[src/pmwm_pkg.sv]
// Package for the power mode and wake manager: mode codes, flag positions, voltage codes.
// Assumes nothing of its surroundings; every file names items as pmwm_pkg::name.
package pmwm_pkg;

	// Power-down mode select codes
	localparam logic [2:0] PDSEL_BASIC = 3'h0;
	localparam logic [2:0] PDSEL_LOW_LEAK = 3'h1;
	localparam logic [2:0] PDSEL_FAST_WAKE = 3'h2;
	localparam logic [2:0] PDSEL_ULTRA_LEAK = 3'h3;
	localparam logic [2:0] PDSEL_STANDBY = 3'h4;
	localparam logic [2:0] PDSEL_DEEP = 3'h6;

	// Bit positions of the control and flag fields
	localparam int DEEP_SLEEP_BIT = 2;
	localparam int PD_ENABLE_BIT = 7;
	localparam int BOD_FLAG_BIT = 4;
	localparam int PIN_GRP_LSB = 8;
	localparam int PIN_GRP_MSB = 11;
	localparam int RTC_WAKE_BIT = 5;
	localparam int CMP_STATUS_WAKE_BIT = 3;
	localparam int TIMER_WAKE_BIT = 1;
	localparam int TIMER_INT_BIT = 0;
	localparam int I2C_ACK_BIT = 1;
	localparam int I2C_WAKE_BIT = 0;
	localparam int CAN_WAKE_BIT = 0;
	localparam int OTG_EN_BIT = 5;
	localparam int CMP_FLAG0_BIT = 8;
	localparam int CMP_FLAG1_BIT = 9;
	localparam int WDT_WAKE_BIT = 5;
	localparam int UART_FLAGS = 5;

	// Number of standby wake pins
	localparam int STANDBY_PINS = 61;

	// Basic-group wake source indices
	localparam int SRC_EXT_IRQ = 0;
	localparam int SRC_GPIO = 1;
	localparam int SRC_USB_DEV = 2;
	localparam int SRC_USB_HOST = 3;
	localparam int SRC_CARD = 4;
	localparam int SRC_SERIAL = 5;
	localparam int SRC_RTC = 6;
	localparam int N_EXT_SRC = 7;

	// Core supply level codes (tenths of millivolt steps not needed; coded levels)
	localparam logic [2:0] VCORE_1V20 = 3'h0;
	localparam logic [2:0] VCORE_1V26 = 3'h1;
	localparam logic [2:0] VCORE_0V9 = 3'h2;
	localparam logic [2:0] VCORE_0V8 = 3'h3;
	localparam logic [2:0] VCORE_FLOAT = 3'h4;

	// Reset values
	localparam logic [3:0] PIN_GRP_RST = 4'h0;
	localparam logic [4:0] UART_FLAGS_RST = 5'h00;

	typedef enum logic [2:0] {
		ST_NORMAL = 3'b000,
		ST_IDLE = 3'b001,
		ST_PD = 3'b010,
		ST_STANDBY = 3'b011,
		ST_DEEP = 3'b100,
		ST_WAKE = 3'b101
	} pmwm_state_e;

endpackage : pmwm_pkg

[src/pmwm_sync.sv]
// Two-stage synchroniser bank for asynchronous wake inputs.
// Assumes inputs come from pins or other clocks; outputs are in clk domain.
`timescale 1ns/1ps
`default_nettype none
module pmwm_sync #(
	parameter int W = 8
) (
	// Clock and reset
	input wire logic clk,
	input wire logic nrst,
	// Data
	input wire logic [W-1:0] d,
	output logic [W-1:0] q
);
	logic [W-1:0] meta_q;

	genvar i;
	generate
		for (i = 0; i < W; i++) begin : g_bit
			always_ff @(posedge clk or negedge nrst) begin
				if (!nrst) begin
					meta_q[i] <= 1'b0;
					q[i] <= 1'b0;
				end else begin
					meta_q[i] <= d[i];
					q[i] <= meta_q[i];
				end
			end
		end
	endgenerate
endmodule : pmwm_sync
`default_nettype wire

[src/pmwm_core.sv]
// Power mode and wake manager: mode entry on wait-for-interrupt, clock gating, core voltage, wake flags.
// Assumes the core pulses wfi_exec and drops it while halted; wake events arrive asynchronously.
// How it works
// - Reset gives normal mode, all clocks on.
// - Mode committed only on wait-for-interrupt.
// - Decode select bits into idle or power-down modes.
// - Idle gates only CPU; any interrupt wakes.
// - Power-down halts fast oscillators, PLL, bus, flash.
// - Low-speed peripheral clocks stay only if sourced.
// - Standby/deep: core off, only RTC low-speed.
// - Core voltage level per mode.
// - Enabled basic-group events return to normal.
// - Pin wakes in standby/deep; flags cleared entry.
// - Wake timer wakes standby/deep, sets flag.
// - RTC wakes standby/deep; flag cleared entry.
// - Five write-one-clear UART wake flags.
// - OTG id change wakes; enable needed.
// - Comparator wake flags, basic and standby.
`timescale 1ns/1ps
`default_nettype none
module pmwm_core (
	// Clock and reset
	input wire logic clk,
	input wire logic nrst,
	// Core and control
	input wire logic wfi_exec,
	input wire logic cpu_irq,
	input wire logic deep_sleep_select,
	input wire logic powerdown_enable,
	input wire logic [2:0] powerdown_mode_select,
	input wire logic turbo_en,
	input wire logic slow_xtal_sw_on,
	input wire logic slow_rc_sw_on,
	input wire logic timer_src_low,
	input wire logic wdt_src_slow_rc,
	input wire logic rtc_src_slow_xtal,
	input wire logic uart_src_slow_xtal,
	// Asynchronous wake events
	input wire logic [pmwm_pkg::N_EXT_SRC-1:0] ext_wake,
	input wire logic [pmwm_pkg::N_EXT_SRC-1:0] ext_wake_en,
	input wire logic bod_event,
	input wire logic timer_event,
	input wire logic wdt_event,
	input wire logic [pmwm_pkg::UART_FLAGS-1:0] uart_event,
	input wire logic i2c_match,
	input wire logic can_toggle,
	input wire logic otg_id_change,
	input wire logic [1:0] cmp_event,
	input wire logic cmp_status_change,
	input wire logic [pmwm_pkg::STANDBY_PINS-1:0] wake_pins,
	input wire logic [3:0] pin_group_map,
	input wire logic deep_wake_pin,
	input wire logic wake_timer_tmo,
	input wire logic rtc_event,
	// Software flag writes
	input wire logic brownout_clr,
	input wire logic [1:0] timer_clr,
	input wire logic wake_timer_clr,
	input wire logic [pmwm_pkg::UART_FLAGS-1:0] uart_clr,
	input wire logic i2c_ack_clr,
	input wire logic i2c_wake_clr,
	input wire logic can_wr_zero,
	input wire logic otg_wake_set,
	input wire logic [1:0] cmp_clr,
	input wire logic wdt_unlock,
	input wire logic wdt_clr,
	// Clock and supply controls
	output logic cpu_clk_en,
	output logic hs_osc_en,
	output logic pll_en,
	output logic bus_clk_en,
	output logic flash_en,
	output logic slow_xtal_en,
	output logic slow_rc_en,
	output logic timer_clk_en,
	output logic wdt_clk_en,
	output logic rtc_clk_en,
	output logic uart_clk_en,
	output logic other_clk_en,
	output logic core_power_en,
	output logic [2:0] vcore_level,
	output logic [2:0] mode_state,
	// Flags
	output logic brownout_int_flag,
	output logic [1:0] timer_flags,
	output logic wake_timer_flag,
	output logic rtc_wake_flag,
	output logic [3:0] pin_group_wake_flags,
	output logic dpd_pin_wake_flag,
	output logic analog_comparator_wake_flag,
	output logic [pmwm_pkg::UART_FLAGS-1:0] uart_wake_flags,
	output logic wake_ack_done,
	output logic i2c_wake_flag,
	output logic can_wake_status,
	output logic otg_wake_enable,
	output logic [1:0] comparator_wake_flags,
	output logic wdt_wake_flag
);
	localparam int NA = pmwm_pkg::N_EXT_SRC + pmwm_pkg::UART_FLAGS + 13;
	localparam int NP = pmwm_pkg::STANDBY_PINS;

	logic [NA-1:0] araw, asy;
	logic [NP-1:0] pins_s, pins_prev_q;
	logic [pmwm_pkg::N_EXT_SRC-1:0] ext_s;
	logic [pmwm_pkg::UART_FLAGS-1:0] uart_s;
	logic bod_s, tmr_s, wdt_s, i2c_s, can_s, otg_s, cmp_st_s, deep_pin_s, wkt_s, rtc_s;
	logic [1:0] cmp_s;
	logic deep_pin_prev_q, otg_prev_q, can_prev_q, cmp_prev_q;
	logic otg_edge, can_edge, cmp_edge, deep_pin_edge;
	pmwm_pkg::pmwm_state_e st_q, st_d;
	logic [2:0] pdsel_q;
	logic enter_pd, enter_sb, enter_dp, basic_wake, deep_wake, pin_edge;

	assign araw = {cpu_irq, bod_event, timer_event, wdt_event, i2c_match, can_toggle, otg_id_change,
		cmp_event, cmp_status_change, deep_wake_pin, wake_timer_tmo, rtc_event, uart_event, ext_wake};
	assign {bod_s, tmr_s, wdt_s, i2c_s, can_s, otg_s, cmp_s, cmp_st_s, deep_pin_s, wkt_s, rtc_s,
		uart_s, ext_s} = asy[NA-2:0];

	pmwm_sync #(.W(NA)) u_sync_ev (.clk(clk), .nrst(nrst), .d(araw), .q(asy));
	pmwm_sync #(.W(NP)) u_sync_pin (.clk(clk), .nrst(nrst), .d(wake_pins), .q(pins_s));

	// Edge detection on synchronised levels
	always_ff @(posedge clk or negedge nrst) begin
		if (!nrst) begin
			pins_prev_q <= '0;
			deep_pin_prev_q <= 1'b0;
			otg_prev_q <= 1'b0;
			can_prev_q <= 1'b0;
			cmp_prev_q <= 1'b0;
		end else begin
			pins_prev_q <= pins_s;
			deep_pin_prev_q <= deep_pin_s;
			otg_prev_q <= otg_s;
			can_prev_q <= can_s;
			cmp_prev_q <= cmp_st_s;
		end
	end
	assign otg_edge = otg_s ^ otg_prev_q;
	assign can_edge = can_s ^ can_prev_q;
	assign cmp_edge = cmp_st_s ^ cmp_prev_q;
	assign deep_pin_edge = deep_pin_s ^ deep_pin_prev_q;
	assign pin_edge = |(pins_s ^ pins_prev_q);

	// Entry strobes
	always_comb begin
		enter_pd = 1'b0;
		enter_sb = 1'b0;
		enter_dp = 1'b0;
		if (st_q == pmwm_pkg::ST_NORMAL && wfi_exec && deep_sleep_select && powerdown_enable) begin
			case (powerdown_mode_select)
				pmwm_pkg::PDSEL_BASIC, pmwm_pkg::PDSEL_LOW_LEAK,
				pmwm_pkg::PDSEL_FAST_WAKE, pmwm_pkg::PDSEL_ULTRA_LEAK: enter_pd = 1'b1;
				pmwm_pkg::PDSEL_STANDBY: enter_sb = 1'b1;
				pmwm_pkg::PDSEL_DEEP: enter_dp = 1'b1;
				default: enter_pd = 1'b0;
			endcase
		end
	end

	// Basic-group wake: any enabled source or pending flag
	assign basic_wake = |(ext_s & ext_wake_en) | brownout_int_flag | timer_flags[pmwm_pkg::TIMER_WAKE_BIT]
		| wdt_wake_flag | (|uart_wake_flags) | i2c_wake_flag | can_wake_status
		| (otg_edge & otg_wake_enable) | (|comparator_wake_flags);
	assign deep_wake = wake_timer_flag | rtc_wake_flag;

	// Mode state machine
	always_comb begin
		st_d = st_q;
		case (st_q)
			pmwm_pkg::ST_NORMAL: begin
				if (enter_pd)
					st_d = pmwm_pkg::ST_PD;
				else if (enter_sb)
					st_d = pmwm_pkg::ST_STANDBY;
				else if (enter_dp)
					st_d = pmwm_pkg::ST_DEEP;
				else if (wfi_exec && !deep_sleep_select && !powerdown_enable)
					st_d = pmwm_pkg::ST_IDLE;
			end
			pmwm_pkg::ST_IDLE: if (asy[NA-1]) st_d = pmwm_pkg::ST_NORMAL;
			pmwm_pkg::ST_PD: if (basic_wake) st_d = pmwm_pkg::ST_WAKE;
			pmwm_pkg::ST_STANDBY: if (deep_wake || |pin_group_wake_flags || analog_comparator_wake_flag) st_d = pmwm_pkg::ST_WAKE;
			pmwm_pkg::ST_DEEP: if (deep_wake || dpd_pin_wake_flag) st_d = pmwm_pkg::ST_WAKE;
			pmwm_pkg::ST_WAKE: st_d = pmwm_pkg::ST_NORMAL;
			default: st_d = pmwm_pkg::ST_NORMAL;
		endcase
	end

	always_ff @(posedge clk or negedge nrst) begin
		if (!nrst)
			st_q <= pmwm_pkg::ST_NORMAL;
		else
			st_q <= st_d;
	end

	always_ff @(posedge clk or negedge nrst) begin
		if (!nrst)
			pdsel_q <= pmwm_pkg::PDSEL_BASIC;
		else if (enter_pd)
			pdsel_q <= powerdown_mode_select;
	end

	// Clock gating and supply
	always_comb begin
		logic pd, off;
		pd = (st_q == pmwm_pkg::ST_PD);
		off = (st_q == pmwm_pkg::ST_STANDBY) || (st_q == pmwm_pkg::ST_DEEP);
		cpu_clk_en = (st_q == pmwm_pkg::ST_NORMAL);
		hs_osc_en = !(pd || off);
		pll_en = hs_osc_en;
		bus_clk_en = hs_osc_en;
		flash_en = hs_osc_en;
		other_clk_en = hs_osc_en;
		slow_xtal_en = (pd || off) ? slow_xtal_sw_on : 1'b1;
		slow_rc_en = (pd || off) ? slow_rc_sw_on : 1'b1;
		timer_clk_en = off ? 1'b0 : (pd ? (timer_src_low & (slow_xtal_sw_on | slow_rc_sw_on)) : 1'b1);
		wdt_clk_en = off ? 1'b0 : (pd ? (wdt_src_slow_rc & slow_rc_sw_on) : 1'b1);
		rtc_clk_en = (pd || off) ? (rtc_src_slow_xtal & slow_xtal_sw_on) : 1'b1;
		uart_clk_en = off ? 1'b0 : (pd ? (uart_src_slow_xtal & slow_xtal_sw_on) : 1'b1);
		core_power_en = !off;
		mode_state = st_q;
		if (off)
			vcore_level = pmwm_pkg::VCORE_FLOAT;
		else if (pd && pdsel_q == pmwm_pkg::PDSEL_LOW_LEAK)
			vcore_level = pmwm_pkg::VCORE_0V9;
		else if (pd && pdsel_q == pmwm_pkg::PDSEL_ULTRA_LEAK)
			vcore_level = pmwm_pkg::VCORE_0V8;
		else if (turbo_en && !pd)
			vcore_level = pmwm_pkg::VCORE_1V26;
		else
			vcore_level = pmwm_pkg::VCORE_1V20;
	end

	// Write-one-clear flags; set wins over clear
	always_ff @(posedge clk or negedge nrst) begin
		if (!nrst) begin
			brownout_int_flag <= 1'b0;
			timer_flags <= 2'h0;
			uart_wake_flags <= pmwm_pkg::UART_FLAGS_RST;
			comparator_wake_flags <= 2'h0;
			wdt_wake_flag <= 1'b0;
		end else begin
			brownout_int_flag <= bod_s | (brownout_int_flag & ~brownout_clr);
			timer_flags <= {2{tmr_s}} | (timer_flags & ~timer_clr);
			uart_wake_flags <= uart_s | (uart_wake_flags & ~uart_clr);
			comparator_wake_flags <= cmp_s | (comparator_wake_flags & ~cmp_clr);
			wdt_wake_flag <= wdt_s | (wdt_wake_flag & ~(wdt_clr & wdt_unlock));
		end
	end

	// I2C ack ordering, CAN write-zero clear, OTG enable
	always_ff @(posedge clk or negedge nrst) begin
		if (!nrst) begin
			wake_ack_done <= 1'b0;
			i2c_wake_flag <= 1'b0;
			can_wake_status <= 1'b0;
			otg_wake_enable <= 1'b0;
		end else begin
			wake_ack_done <= i2c_s | (wake_ack_done & ~i2c_ack_clr);
			i2c_wake_flag <= i2c_s | (i2c_wake_flag & ~(i2c_wake_clr & ~wake_ack_done));
			can_wake_status <= (can_edge & st_q == pmwm_pkg::ST_PD) | (can_wake_status & ~can_wr_zero);
			if (otg_wake_set)
				otg_wake_enable <= 1'b1;
			else if (st_q == pmwm_pkg::ST_PD && otg_edge)
				otg_wake_enable <= 1'b0;
		end
	end

	// Standby and deep flags, cleared at entry; the wake timer flag is cleared only by wake_timer_clr
	always_ff @(posedge clk or negedge nrst) begin
		if (!nrst) begin
			pin_group_wake_flags <= pmwm_pkg::PIN_GRP_RST;
			dpd_pin_wake_flag <= 1'b0;
			rtc_wake_flag <= 1'b0;
			analog_comparator_wake_flag <= 1'b0;
			wake_timer_flag <= 1'b0;
		end else begin
			if (enter_sb)
				pin_group_wake_flags <= pmwm_pkg::PIN_GRP_RST;
			else if (st_q == pmwm_pkg::ST_STANDBY && pin_edge)
				pin_group_wake_flags <= pin_group_wake_flags | pin_group_map;
			if (enter_dp)
				dpd_pin_wake_flag <= 1'b0;
			else if (st_q == pmwm_pkg::ST_DEEP && deep_pin_edge)
				dpd_pin_wake_flag <= 1'b1;
			if ((enter_sb || enter_dp) && !rtc_s)
				rtc_wake_flag <= 1'b0;
			else if (rtc_s && (st_q == pmwm_pkg::ST_STANDBY || st_q == pmwm_pkg::ST_DEEP))
				rtc_wake_flag <= 1'b1;
			if (enter_sb)
				analog_comparator_wake_flag <= 1'b0;
			else if (st_q == pmwm_pkg::ST_STANDBY && cmp_edge)
				analog_comparator_wake_flag <= 1'b1;
			if (wkt_s && (st_q == pmwm_pkg::ST_STANDBY || st_q == pmwm_pkg::ST_DEEP))
				wake_timer_flag <= 1'b1;
			else if (wake_timer_clr)
				wake_timer_flag <= 1'b0;
		end
	end
endmodule : pmwm_core
`default_nettype wire

[config.mk]
export PLATFORM = sky130hd
export DESIGN_NAME = pmwm_core
export DESIGN_NICKNAME = d
export VERILOG_FILES = /design/src/pmwm_pkg.sv /design/src/pmwm_sync.sv /design/src/pmwm_core.sv
export SDC_FILE = /design/constraint.sdc
export NUM_CORES = 1
export LEC_CHECK = 0
export BUFFER_PORTS_ARGS = -buffer_cell sky130_fd_sc_hd__buf_2
export CORE_MARGIN = 2
export CORE_UTILIZATION = 40
export DETAILED_ROUTE_END_ITERATION = 8
export GPL_ROUTABILITY_DRIVEN = 0
export PLACE_DENSITY = 0.72
export SETUP_SLACK_MARGIN = 0.4
export SKIP_CTS_REPAIR_TIMING = 1
export SLEW_MARGIN = 10
export SYNTH_ARGS = -nofsm -noshare
export SYNTH_HDL_FRONTEND = slang
export SYNTH_SLANG_ARGS = --single-unit
[constraint.sdc]
create_clock -name clk -period 2.65 [get_ports clk]
set_input_delay 0.1325 -clock clk [delete_from_list [all_inputs] [get_ports clk]]
set_output_delay 0.1325 -clock clk [all_outputs]
set_load 0.03 [all_outputs]
==> summary.md <==
| Metric | Value |
|---|---|
| Kind of critical path | reg2out |
| Die Y-Extent | 146 µm |
| Logic pwr share | 12.6% |
| Layout cell share with drive strength beyond 1 | 29.3% |
| Least-Margin Pin Slew | 514 ps |
| Number of antenna violations at the first check in global routing | 0 |
| Iter 0 DRT Violations | 103 |
| Clock latency on the worst-skew pair | 510 ps |
| Netlist cell types | 34 |
| Grt total ovfl | 0 |
| R2R Path End | mode_state[0] |
| Maximum VDD drop | 601 µV |
| Final Hold Viols | 0 |
| Io pins | 171 |
| Clock sink total | 266 |
| H-tree depth | 1 |
| Core area | 0.0200 mm² |
| CP Max Fanout | 10 |
| Sequential share of the synthesized area | 82.3% |
| Min Tclk post-route | 2130 ps |
| Drt pass-1 iters | 4 |
| IO buf count | 170 |
| Rel. slew slack | 65.7% |
| GRT Overall Usage | 12.2% |
| Hold WC Path Type | in2reg |
| P_leak | 0.00528 µW |
| DRT antenna net count | 0 |
| Post-Syn Area | 0.00809 mm² |
| DRC errors left | 0 |
| Gate Count Post-Synth | 471 |
| Worst-path cell chain | nor2_1, a21o_4, nor2_4, or2_2, buf_2 |
| CP arrival | 1990 ps |
| Initial core utilization | 40.3% |
| Routed vias | 4610 |
| Die ar. | 0.0214 mm² |
| WL final | 14900 µm |
| Worst r2r path cells | 5 |
| Number of flops mapped to enable cells by yosys | 0 |
| Crit path launch | mode_state[0] |
| Clock skew | 7.04 ps |
| Setup WS post-layout | 524 ps |
| CP Depth | 5 |
| Critical Path End | slow_rc_en |
| Fmax achieved | 470 MHz |
| Power Density | 830 mW/mm² |
| Prevailing post-synth register cell | dfrtp_1 |
| Multi-input logic area | 0.00134 mm² |
| CTS tree | done |
| Place WS | 155 ps |
| Clk network pwr share | 39.1% |
| Number of core rows | 52 |
| Highest-delay cell along the critical path | dfrtp_2 |
| Seq pwr share | 48.4% |
| Crit. End Element | output port |
| Max-slew violations | 0 |
| Placed wire-length estimate | 8700 µm |
| CP peak stage delay | 480 ps |
| Critical Path RT | 2520 ps |
| Longest Clk Path Bufs | 3 |
| Post-synth ARST share | 100% |
| #FFs+latches synth | 266 |
| FF-to-FF Start | uart_wake_flags[3] |
| Syn Area/Cell | 17.2 µm² |
| RSZ-0062 raised after global routing | no |
| First-pass GRT wire length | 21100 µm |
| Critical path launch point type | register |
| # nets final | 906 |
| Psw | 2280 µW |
| Yosys warning count | 0 |
| Flop2flop setup slack | 670 ps |
| Int Pwr | 7100 µW |
| CTS Buf Count | 25 |
| Reg clk slew, reported paths | 60 ps |
| Area grow syn2layout | 39.8% |
| FF+latch area | 0.00666 mm² |
| Total power | 9380 µW |
| Vias in the first global route | 4325 |
| Via density | 4.34 |
| Layout Cells excl Fill | 1062 |
| Root Buffer | clkbuf_16 |
| Routed length per placed instance | 14.1 µm |
| Buf+Inv Stages, Crit Path | 1 |
| Placed insts | 908 |
| Fin crit share | 80.2% |
| Setup TNS | 0 ps |
| # diodes | 0 |
| Outcome | finished, final reports clean |
| Switching portion of total power | 24.3% |
| Max-Cap Viols | 0 |
| Fillers | 1556 |
| Die width | 146 µm |
| Largest net degree at the start of global routing | 69 |
| Largest delay share family, worst path | simple AND/OR/NAND/NOR gates |
| Final setup fails | 0 |
| Syn_nets | 600 |
[power by group through the flow]
stage	Clock [µW]	Combinational (µW)	Sequential, µW
finish	3670	1180	4540
global route	3960	1290	4570
CTS	3780	1040	4530
global placement	0	1020	4590
floorplan	0	563	4690
detailed placement	0	1030	4600
[final cells by class]
cell class / instances / area share [%]
inverter: 16 / 0.531
sequential: 266 / 58.9
tap: 270 / 2.99
clock buffer: 31 / 5.91
clock inverter: 11 / 1.67
timing repair buffer: 288 / 18.1
multi-input combinational: 180 / 11.9
[stage by stage]
step	instance area [µm²]	utilization, %	hold WS (ps)
floorplan	8090	-	-163
global placement	9300	46.4	125
detailed placement	9300	46.4	128
CTS	10200	50.7	-410
global route	11300	56.4	167
finish	11300	56.4	129
[cell families (layout without fill, tap and decap cells)]
kind of cell / Yosys count / count (layout) / share of synthesized area, %
xor+xnor: 65 / 65 / 7.04
simple gates: 67 / 67 / 4.98
mux: 3 / 3 / 0.418
flops: 266 / 266 / 82.3
buf+inv: 25 / 346 / 1.53
compound gates: 45 / 45 / 3.70
[cells in the mapped netlist, drive strengths merged (2+ instances only)]
cell type,instances,area (µm²)
nor3,4,31.3
a21oi,6,30.0
dfrtp,266,6660
inv,16,60.1
nand2,15,56.3
o21ai,11,55.1
a211oi,3,22.5
a22oi,3,22.5
mux2,3,33.8
nand3,5,25.0
nor3b,3,32.5
nor2,7,26.3
or2,2,12.5
xor2,64,561
nand4,5,31.3
nor4,19,119
a211o,2,17.5
a21o,16,120
nor2b,2,12.5
buf,9,63.8
[worst register-to-register path: cells and delay by family, from the launching register on]
kind | cells | cell delay, ps
and+or+nand+nor | 2 | 600
AOI/OAI and AO/OA | 2 | 530
DFF | 1 | 400
muxes | 1 | 330
[layer usage]
layer,part of all wire (%),up-vias,track usage (%)
li1,-,2167,-
met1,39,2260,15.8
met2,52,146,20.3
met3,5.9,37,2.94
met4,2.7,0,4.03
met5,0,-,0
[flip-flops by register name, indices dropped and copies added (netlist names), 2 cells and up]
name and cells:
pin_group_wake_flags 4, timer_flags 2, comparator_wake_flags 2, pins_prev_q 61
u_sync_ev.q 25, mode_state 3, pdsel_q 3, uart_wake_flags 5
u_sync_ev.meta_q 25, u_sync_pin.meta_q 61, u_sync_pin.q 61
[cell usage in the layout, fill, tap and decap left out, drive strengths merged, types with 11 or more instances in the layout]
cell         count
o21ai           11
inv             16
nand2           15
dlygate4sd3    111
buf            177
nor4            19
a21o            16
clkbuf          31
xor2            64
dfrtp          266
[how the worst min path moves through the flow]
stage / startpoint / to / slack, ps / cells after the start
global route: powerdown_enable / pdsel_q[2] / 170 / 4
CTS: nrst / wake_ack_done / -410 / 1
detailed placement: nrst / u_sync_ev.q[20] / 130 / 1
global placement: nrst / u_sync_ev.meta_q[20] / 120 / 1
finish: wfi_exec / mode_state[2] / 130 / 4
floorplan: nrst / analog_comparator_wake_flag / -160 / 0
No activity file was read; power rests on OpenSTA's default activity.
